[config.mk]
export PLATFORM = sky130hd
export DESIGN_NAME = adcsq_seq
export DESIGN_NICKNAME = d
export VERILOG_FILES = /design/src/adcsq_pkg.sv /design/src/adcsq_sar.sv /design/src/adcsq_seq.sv
export VERILOG_INCLUDE_DIRS = /design/src
export SDC_FILE = /design/constraint.sdc
export NUM_CORES = 1
export LEC_CHECK = 0
export BUFFER_PORTS_ARGS = -buffer_cell sky130_fd_sc_hd__clkbuf_2
export CELL_PAD_IN_SITES_DETAIL_PLACEMENT = 0
export CELL_PAD_IN_SITES_GLOBAL_PLACEMENT = 1
export CORE_ASPECT_RATIO = 0.8
export CORE_UTILIZATION = 38
export DETAILED_ROUTE_END_ITERATION = 10
export GPL_TIMING_DRIVEN = 1
export PLACE_DENSITY_LB_ADDON = 0.1
export SYNTH_ARGS = -nofsm -noshare
export SYNTH_HDL_FRONTEND = slang
export SYNTH_SLANG_ARGS = --single-unit
[constraint.sdc]
create_clock -name i_clk -period 3.5 [get_ports i_clk]
set_input_delay 0.7 -clock i_clk [delete_from_list [all_inputs] [get_ports i_clk]]
set_output_delay 0.7 -clock i_clk [all_outputs]
set_load 0.05 [all_outputs]
[src/adcsq_consts.svh]
// Timing and layout constants for the converter scan sequencer
`ifndef ADCSQ_CONSTS_SVH
`define ADCSQ_CONSTS_SVH
`define ADCSQ_CLK_MHZ 125
`define ADCSQ_SLOT_NS 125000
`define ADCSQ_SCAN_NS 1000000
`define ADCSQ_SLOT_CYC ((`ADCSQ_SLOT_NS * `ADCSQ_CLK_MHZ) / 1000)
`define ADCSQ_RES_BITS 10
`define ADCSQ_NCHAN 8
`define ADCSQ_SHARED_CH 3'h5
`define ADCSQ_LAST_CH 3'h7
`define ADCSQ_SAMPLE_CYC 16
`define ADCSQ_MID_CODE 10'h200
`endif

[src/adcsq_pkg.sv]
// Types shared by the converter scan sequencer
package adcsq_pkg;
   typedef enum logic [1:0] {ADCSQ_IDLE, ADCSQ_SAMPLE, ADCSQ_CONVERT, ADCSQ_WAIT} adcsq_state_t;
   typedef struct packed {
      logic [2:0] chan;
      logic offset_sel;
   } adcsq_sel_t;
   typedef struct packed {
      logic valid;
      logic [2:0] chan;
      logic offset;
      logic [9:0] code;
   } adcsq_result_t;
endpackage : adcsq_pkg

[src/adcsq_sar.sv]
// Successive-approximation bit-search engine returning one code per start pulse
`timescale 1ns/100ps
`default_nettype none
`include "adcsq_consts.svh"
module adcsq_sar
   import adcsq_pkg::*;
#(
   parameter int WIDTH = `ADCSQ_RES_BITS
)(
   input wire logic i_clk,
   input wire logic i_reset,
   input wire logic i_start,
   input wire logic i_comp_high,
   output logic [WIDTH-1:0] o_trial,
   output logic o_done,
   output logic [WIDTH-1:0] o_code
);
   if (WIDTH < 2 || WIDTH > 16)
   begin : g_bad_width
      $error("adcsq_sar: bad WIDTH");
   end
   logic [WIDTH-1:0] bitmask;
   logic busy;
   always_ff @(posedge i_clk)
   begin
      if (i_reset)
      begin
         busy <= 1'b0;
         bitmask <= '0;
         o_trial <= '0;
         o_done <= 1'b0;
         o_code <= '0;
      end
      else
      begin
         o_done <= 1'b0;
         if (i_start)
         begin
            busy <= 1'b1;
            bitmask <= {1'b1, {(WIDTH-1){1'b0}}};
            o_trial <= {1'b1, {(WIDTH-1){1'b0}}};
         end
         else if (busy)
         begin
            // Comparator high means the trial exceeded the input: drop the bit
            if (bitmask == {{(WIDTH-1){1'b0}}, 1'b1})
            begin
               busy <= 1'b0;
               o_done <= 1'b1;
               o_code <= i_comp_high ? (o_trial & ~bitmask) : o_trial;
            end
            else
            begin
               bitmask <= bitmask >> 1;
               o_trial <= (i_comp_high ? (o_trial & ~bitmask) : o_trial) | (bitmask >> 1);
            end
         end
      end
   end
endmodule : adcsq_sar
`default_nettype wire

[src/adcsq_seq.sv]
// Timed eight-channel scan sequencer for a shared 10-bit converter
// Behaviour
// - One shared SAR converter with sample-and-hold produces a 10-bit result.
// - Channel 5 slot alternates with internal offset channel; offset used for correction.
// - Channels 0-4,6-7 refresh every 1 ms; channel 5 every 2 ms.
// - Free-running fixed schedule from the clock; no sampling jitter.
// - Sampling plus conversion of each channel completes within 125 us.
// - Each external-channel result is written to the result RAM; offset results are not; full set after a scan.
// - Interrupt output goes low after channel 7 conversion ends.
// - Reset returns the sequencer to its initial state while held.
`timescale 1ns/100ps
`default_nettype none
`include "adcsq_consts.svh"
module adcsq_seq
   import adcsq_pkg::*;
#(
   parameter int SLOT_CYC = `ADCSQ_SLOT_CYC,
   parameter int SAMPLE_CYC = `ADCSQ_SAMPLE_CYC
)(
   input wire logic i_clk,
   input wire logic i_reset,
   input wire logic i_comp_high,
   input wire logic i_factory_test_pin,
   output logic [2:0] o_mux_chan,
   output logic o_mux_offset,
   output logic o_hold,
   output logic [`ADCSQ_RES_BITS-1:0] o_trial,
   output logic o_int_n,
   output adcsq_result_t o_result,
   output logic [`ADCSQ_RES_BITS-1:0] o_offset_code
);
   localparam int RW = `ADCSQ_RES_BITS;
   // The slot must leave room for sampling, the bit search and the result write
   if (SAMPLE_CYC < 1 || SLOT_CYC < SAMPLE_CYC + RW + 4)
   begin : g_bad_slot
      $error("adcsq_seq: slot too short for sample plus conversion");
   end

   adcsq_state_t state;
   adcsq_sel_t sel;
   logic [31:0] slot_cnt;
   logic offset_turn;
   logic sar_start;
   logic sar_done;
   logic [RW-1:0] sar_code;
   logic [RW-1:0] ram [`ADCSQ_NCHAN];
   logic prev_shared_sel;

   // Clamped subtraction, used for every external channel result
   function automatic logic [RW-1:0] correct(input logic [RW-1:0] raw,
                                             input logic [RW-1:0] offs);
      logic [RW:0] diff;
      diff = {1'b0, raw} - {1'b0, offs} + {1'b0, `ADCSQ_MID_CODE};
      // Underflow also sets the top bit, so it must be tested first
      if ({1'b0, raw} + {1'b0, `ADCSQ_MID_CODE} < {1'b0, offs})
         correct = '0;
      else if (diff[RW])
         correct = {RW{1'b1}};
      else
         correct = diff[RW-1:0];
   endfunction : correct

   adcsq_sar #(.WIDTH(RW)) u_sar (
      .i_clk(i_clk),
      .i_reset(i_reset),
      .i_start(sar_start),
      .i_comp_high(i_comp_high),
      // No extra stage: the comparator must judge the trial the engine decides on
      .o_trial(o_trial),
      .o_done(sar_done),
      .o_code(sar_code)
   );

   // Slot timer never depends on conversion length, so sampling instants are fixed
   always_ff @(posedge i_clk)
   begin
      if (i_reset)
         slot_cnt <= '0;
      else if (slot_cnt == 32'(SLOT_CYC - 1))
         slot_cnt <= '0;
      else
         slot_cnt <= slot_cnt + 32'h1;
   end

   // Channel order and channel 5 sharing
   always_ff @(posedge i_clk)
   begin
      if (i_reset)
      begin
         sel <= '0;
         offset_turn <= 1'b0;
      end
      else if (slot_cnt == 32'(SLOT_CYC - 1))
      begin
         sel.chan <= sel.chan + 3'h1;
         if (sel.chan == `ADCSQ_LAST_CH)
            offset_turn <= ~offset_turn;
         if (sel.chan + 3'h1 == `ADCSQ_SHARED_CH)
            sel.offset_sel <= offset_turn;
         else
            sel.offset_sel <= 1'b0;
      end
   end

   // Sample then convert inside each slot
   always_ff @(posedge i_clk)
   begin
      if (i_reset)
      begin
         state <= ADCSQ_IDLE;
         sar_start <= 1'b0;
         o_hold <= 1'b0;
      end
      else
      begin
         sar_start <= 1'b0;
         unique case (state)
            ADCSQ_IDLE, ADCSQ_WAIT:
               if (slot_cnt == '0)
               begin
                  state <= ADCSQ_SAMPLE;
                  o_hold <= 1'b0;
               end
            ADCSQ_SAMPLE:
               if (slot_cnt == 32'(SAMPLE_CYC))
               begin
                  state <= ADCSQ_CONVERT;
                  o_hold <= 1'b1;
                  sar_start <= 1'b1;
               end
            ADCSQ_CONVERT:
               if (sar_done)
                  state <= ADCSQ_WAIT;
         endcase
      end
   end

   always_ff @(posedge i_clk)
   begin
      if (i_reset)
      begin
         o_mux_chan <= '0;
         o_mux_offset <= 1'b0;
      end
      else
      begin
         o_mux_chan <= sel.chan;
         o_mux_offset <= sel.offset_sel;
      end
   end

   // Result store and offset correction
   always_ff @(posedge i_clk)
   begin
      if (i_reset)
      begin
         o_result <= '0;
         o_offset_code <= `ADCSQ_MID_CODE;
      end
      else
      begin
         o_result.valid <= 1'b0;
         if (sar_done)
         begin
            o_result.valid <= 1'b1;
            o_result.chan <= sel.chan;
            o_result.offset <= sel.offset_sel;
            if (sel.offset_sel)
            begin
               o_offset_code <= sar_code;
               o_result.code <= sar_code;
            end
            else
            begin
               ram[sel.chan] <= correct(sar_code, o_offset_code);
               o_result.code <= correct(sar_code, o_offset_code);
            end
         end
      end
   end

   // Test pin is expected grounded; the sequencer never reads it
   always_ff @(posedge i_clk)
   begin
      if (i_reset)
         o_int_n <= 1'b1;
      else if (sar_done && sel.chan == `ADCSQ_LAST_CH)
         o_int_n <= 1'b0;
      else if (slot_cnt == '0 && sel.chan == 3'h0)
         o_int_n <= 1'b1;
   end

   a_int_after_last: assert property (@(posedge i_clk) disable iff (i_reset)
      sar_done && sel.chan == `ADCSQ_LAST_CH |=> !o_int_n)
      else $error("interrupt not low after last channel");
   a_int_release: assert property (@(posedge i_clk) disable iff (i_reset)
      slot_cnt == '0 && sel.chan == 3'h0 && !sar_done |=> o_int_n)
      else $error("interrupt not released at scan start");
   a_chan_order: assert property (@(posedge i_clk) disable iff (i_reset)
      slot_cnt == 32'(SLOT_CYC - 1) |=> sel.chan == $past(sel.chan) + 3'h1)
      else $error("channel order broken");
   a_slot_wrap: assert property (@(posedge i_clk) disable iff (i_reset)
      slot_cnt == 32'(SLOT_CYC - 1) |=> slot_cnt == '0)
      else $error("slot timer did not wrap");
   a_offset_only5: assert property (@(posedge i_clk) disable iff (i_reset)
      sel.offset_sel |-> sel.chan == `ADCSQ_SHARED_CH)
      else $error("offset channel outside shared slot");
   a_conv_bound: assert property (@(posedge i_clk) disable iff (i_reset)
      sar_start |-> ##[1:12] sar_done)
      else $error("conversion too slow");
   a_hold_convert: assert property (@(posedge i_clk) disable iff (i_reset)
      state == ADCSQ_CONVERT |-> o_hold)
      else $error("hold released during conversion");
   a_result_stored: assert property (@(posedge i_clk) disable iff (i_reset)
      sar_done && !sel.offset_sel |=> ram[$past(sel.chan)] == o_result.code)
      else $error("result not stored");
   a_reset_state: assert property (@(posedge i_clk)
      i_reset |=> state == ADCSQ_IDLE && slot_cnt == '0 && o_int_n)
      else $error("reset did not restore sequencer");
   // Remembers what the shared slot converted last time; first scan after reset is external
   always_ff @(posedge i_clk)
   begin
      if (i_reset)
         prev_shared_sel <= 1'b1;
      else if (sar_done && sel.chan == `ADCSQ_SHARED_CH)
         prev_shared_sel <= sel.offset_sel;
   end

   a_ch5_alternate: assert property (@(posedge i_clk) disable iff (i_reset)
      sar_done && sel.chan == `ADCSQ_SHARED_CH |-> sel.offset_sel != prev_shared_sel)
      else $error("shared slot not alternating");
endmodule : adcsq_seq
`default_nettype wire

After elaboration in Yosys (flattened, before gate mapping). Index checks and enable logic that the tools add are counted.

Bits in registers: 103. RAM bits: 0. Input bits: 4. Memories: 0. ROM bits: 0. Bits in latches: 0. Output and inout bits: 41. Logic and storage cells: 94.

Add/sub/neg operators: 5. Multipliers: 0. $lt $le $gt $ge: 1. Bitwise logic cells: 8. Divide/modulo/power cells: 0. Reduce and logical (&&, ||, !) cells: 20. Equality and inequality tests: 12. Shift operators: 0. Mux-type cells: 26.

Operators with widths (number): 10-bit 2-to-1 mux (10); 32-bit by 1-bit adder with 32-bit output, second input constant (1); 32-bit by 14-bit == test with 1-bit output, second input constant (1); 32-bit by 5-bit == test with 1-bit output, second input constant (1); 32-bit logical NOT (1); 15-bit 2-to-1 mux (1); 10-bit by 10-bit adder with 11-bit output, second input constant (1); 11-bit by 10-bit adder with 11-bit output, second input constant (1); 11-bit by 10-bit < comparator with 1-bit output (1); 10-bit by 10-bit subtractor with 11-bit output (1); 10-bit bitwise AND (1); 10-bit by 1-bit == test with 1-bit output, second input constant (1); 1-bit 2-to-1 mux (10); 10-bit inverter (1); 10-bit by 9-bit OR with 10-bit output (1); 3-bit AND reduction (3); 2-bit AND reduction (4); 2-bit OR reduction (4); 3-bit == test, second input constant (2); 2-bit 2-to-1 mux (3); 2-bit inequality test, second input constant (3); 2-bit case mux with 3 select lines (1); 2-bit nonzero test (3); 1-bit inverter (5); other kinds (9) (11).

Longest topological paths before layout.
Depth after elaboration: 7. Depth in mapped cells: 12. Depth with buffers taken out: 12.

Modules after synthesis. A second synthesis with hierarchy kept.

Cell total of the unflattened synthesis: 585. Area, all modules: 5057.4 um^2.

By module, submodules not included: adcsq_seq (area each 3737.3 um^2, seq. area each 1421.4 um^2, times used 1, cells an instance 433); adcsq_sar (area each 1320.0 um^2, seq. area each 640.6 um^2, times used 1, cells an instance 152).

Worst setup path after synthesis. Ideal clock, no wire load.

Kind: flip-flop to flip-flop. Start: register o_offset_code[1]. End: register o_result[3] in the netlist's numbering. Cell stages (with the launch flop): 10. Data arrival time: 2.649 ns. Setup slack: 0.777 ns. Library setup time: 0.074 ns. Data required time: 3.426 ns. Cell sequence: dfxtp_1 > inv_1 > ha_1 > fa_1 > a211oi_1 > nor4_1 > or2_2 > o211ai_2 > o21ai_0 > a31oi_1.

Cells in the longest elaborated chain, start to end: 5. Elaborated cells on any way between the ends: 6.

RTL lines: from (decl) (RTL line adcsq_seq.sv:30) `` output logic [`ADCSQ_RES_BITS-1:0] o_offset_code ``; from (signal assigned) (RTL line adcsq_seq.sv:158) `` o_offset_code <= `ADCSQ_MID_CODE; ``; from (signal assigned) (RTL line adcsq_seq.sv:170) `o_offset_code <= sar_code;`; 10-bit by 10-bit subtractor with 11-bit output (RTL line adcsq_seq.sv:53) `` diff = {1'b0, raw} - {1'b0, offs} + {1'b0, `ADCSQ_MID_CODE}; ``; 11-bit by 10-bit adder with 11-bit output (RTL line adcsq_seq.sv:53); 10-bit 2-to-1 mux; 10-bit 2-to-1 mux (*); 10-bit 2-to-1 mux (*) (RTL line adcsq_seq.sv:168) `if (sel.offset_sel)`; to (decl) (RTL line adcsq_seq.sv:29) `output adcsq_result_t o_result,`.

Mark *: on every way between the ends. The rest lies on a longest branch, timed or not. A chain may end at the register's enable or synchronous reset.

Worst setup path after layout.
Start: register o_offset_code[1]. End: register o_result[6] in the netlist's numbering.

Same word-level chain as after synthesis.

==> impl_metrics.tcl <==
set metrics [dict create \
    fin_cells 804 \
    num_rows 37 \
    routedWlPerCell_um 14.3 \
    netlist_instances 594 \
    dr.first_iter.drc_count 250 \
    worst_pin_slew_ns 0.797 \
    place_congestion 0.785 \
    cts_buffer_depth 2 \
    grt_use_total_pct 18.3 \
    core_sq_um 12900 \
    min_from "u_sar.o_trial[2]" \
    r2r-start "o_offset_code[1]" \
    critical_path_required_ns 3.78 \
    ff2ff_setup_slack_ns 0.71 \
    finalSetupTns_ns 0 \
    dp.cells 788 \
    final_cell_mix "103 x dfxtp_1, 97 x nand2_1, 55 x nor2_1" \
    async_flop_share_pct 0 \
    drv_slew 0 \
    grt_max_degree 52 \
    cts_root_buf "clkbuf_16" \
    vias 3997 \
    synth_seq_cells 103 \
    routed_wl_um 11500 \
    multi_input_area_sq_um 2660 \
    dp_hpwl_um 8230 \
    grt-ovfl-total 0 \
    n_antenna_cell 0 \
    post-cts-setup-buffers 0 \
    synth_nets 631 \
    hp-class "reg2reg" \
    nets 661 \
    synthFlopType "dfxtp_1" \
    cp_cell_sequence "inv_1, ha_1, fa_1, a211oi_1, nor4_1, or2_2, o211ai_2, o21ai_0, a31oi_1" \
    vias_per_cell 4.97 \
    fmax_mhz 359 \
    syn_avg_cell_area_sq_um 8.47 \
    path_max_fanout 10 \
    post_route_cells_drive_above_1_share_pct 12.9 \
    synthesis.area_sq_um 5030 \
    clock_latency_ns 0.36 \
    skew_ns 0.0107 \
    clk_pin_slew_ns 0.07 \
    die_h_um 105 \
    status "finished, final reports clean" \
    start_util_pct 39.1 \
    worst_ep_arrival_time_ns 3.07 \
    synth-edff-count 0 \
    setup_viol 0 \
    die_x_um 131 \
    fin_crit_sh_pct 79.6 \
    report.final.hold_viol_count 0 \
    whs_endpoint "u_sar.o_trial[2]" \
    h-tree-depth 3 \
    numCtsBuffers 9 \
    rsz0062_at_grt "no" \
    path_class "reg2reg" \
    layout_min_cycle_time_ns 2.79 \
    slew_headroom_pct 46.6 \
    worstHoldPathCells 2 \
    hold_buffers 0 \
    cts.repair.resized 0 \
    regArea_sq_um 2060 \
    io_buffers 43 \
    grt_pass1_wl_um 19300 \
    critPathCaptureType "flop" \
    leakage_nw 2.16 \
    slowest_stage "fa_1" \
    reg2regPathDepth 9 \
    vdd_drop_max_mv 0.234 \
    area_growth_pct 11.3 \
    drc 0 \
    antenna_found_initial 0 \
    grt_pass1_vias 3834 \
    io-pin-count 45 \
    fill_cells 1341 \
    cts_tree "done" \
    ys_types 56 \
    maxCapViolations 0 \
    layout_commonest_cell "dfxtp_1" \
    ys_seq_area_share_pct 41.0 \
    crit_path_start_kind "flop" \
    critPathMaxStageDelay_ns 0.46 \
    ant_nets 0 \
    clock-sinks 103 \
    ys_warn_count 0 \
    dieArea_sq_um 13700 \
    r2r_end "o_result[6]" \
    p_per_area_nw_per_um2 422 \
    firstDrtPassIters 4 \
]
## through the flow
step	area [sq um]	hold WS [ns]	power, W	utilization (%)	setup slack, ns
2_1_floorplan	5030	0.437	0.00137	-	0.777
3_3_place_gp	5310	0.460	0.00139	41.2	0.720
3_5_place_dp	5310	0.466	0.00140	41.2	0.711
4_1_cts	5600	0.476	0.00241	43.5	0.684
5_1_grt	5600	0.503	0.00247	43.5	0.507
6_report	5600	0.472	0.00236	43.5	0.714
## per-layer routing
layer | track usage (%) | routed length (um) | vias up
met4 | 4.19 | 107 | 0
met3 | 5.07 | 598 | 9
met1 | 27.2 | 6100 | 1821
li1 | - | - | 2083
met2 | 25.7 | 4680 | 84
met5 | 0 | 0 | -
## synth_stat cells (5+ instances only)
cell type	number	area (sq um)
a21oi_1	50	250
a31oi_1	11	68.8
dfxtp_1	103	2060
xnor2_1	17	149
nand4_1	6	37.5
nand3_1	32	160
inv_1	37	139
fa_1	5	100
ha_1	28	350
nor2b_1	6	37.5
o21ai_0	19	95.1
or3_1	5	31.3
and3_1	7	43.8
clkbuf_1	17	63.8
nor3_1	6	30.0
nor4_1	7	43.8
xor2_1	19	166
nand2_1	97	364
mux2i_1	5	50.1
nor2_1	55	206
## logic make-up (layout without fill, tap and decap cells)
logic type,Yosys count,in the layout,share of synthesized area [%]
mux,5,5,0.995
xor+xnor,36,36,6.27
simple gates,252,252,24.7
compound gates,102,102,11.9
buf+inv,63,98,6.20
fa+ha+maj,33,33,8.96
flops,103,103,41.0
## sequential cells by signal, summed over array words and instances, names as in the netlist
| signal | flops |
|---|---|
| slot_cnt | 32 |
| o_result | 15 |
| o_offset_code | 10 |
| u_sar.bitmask | 10 |
| u_sar.o_code | 10 |
| u_sar.o_trial | 10 |
| sel | 4 |
| o_mux_chan | 3 |
| state | 2 |
| o_hold | 1 |
| o_int_n | 1 |
| o_mux_offset | 1 |
| offset_turn | 1 |
| sar_start | 1 |
| u_sar.busy | 1 |
| u_sar.o_done | 1 |
## area by class of cell
| type | count | area share (%) |
|---|---|---|
| inverter | 37 | 2.48 |
| clock inverter | 7 | 1.21 |
| tap | 175 | 3.91 |
| clock buffer | 9 | 4.02 |
| multi-input combinational | 428 | 47.4 |
| sequential | 103 | 36.8 |
| timing repair buffer | 45 | 4.11 |
## worst max-delay path: cells and delay by family, from the launching register on
family	cells	cell delay (ns)
and+or+nand+nor	2	0.44
buffers and inverters	1	0.05
AOI/OAI and AO/OA	4	1.14
DFF	1	0.36
adders and majority gates	2	0.71
## worst max-delay path by stage
stage	from	endpoint	slack, ns	cells after the start
after CTS	o_offset_code[1]	o_result[6]	0.68	9
final	o_offset_code[1]	o_result[6]	0.71	9
after global routing	o_offset_code[1]	o_result[6]	0.51	9
after detailed placement	o_offset_code[1]	o_result[6]	0.71	9
after floorplan	o_offset_code[1]	o_result[3]	0.78	9
after global placement	o_offset_code[1]	o_result[5]	0.72	9
## where the power goes
group,internal [W],switching (W)
Clock,0.000499,0.000497
Combinational,0.0000729,0.0000956
Sequential,0.00119,0.0000142
Total,0.00176,0.000607
No activity file was read; power rests on OpenSTA's default activity.
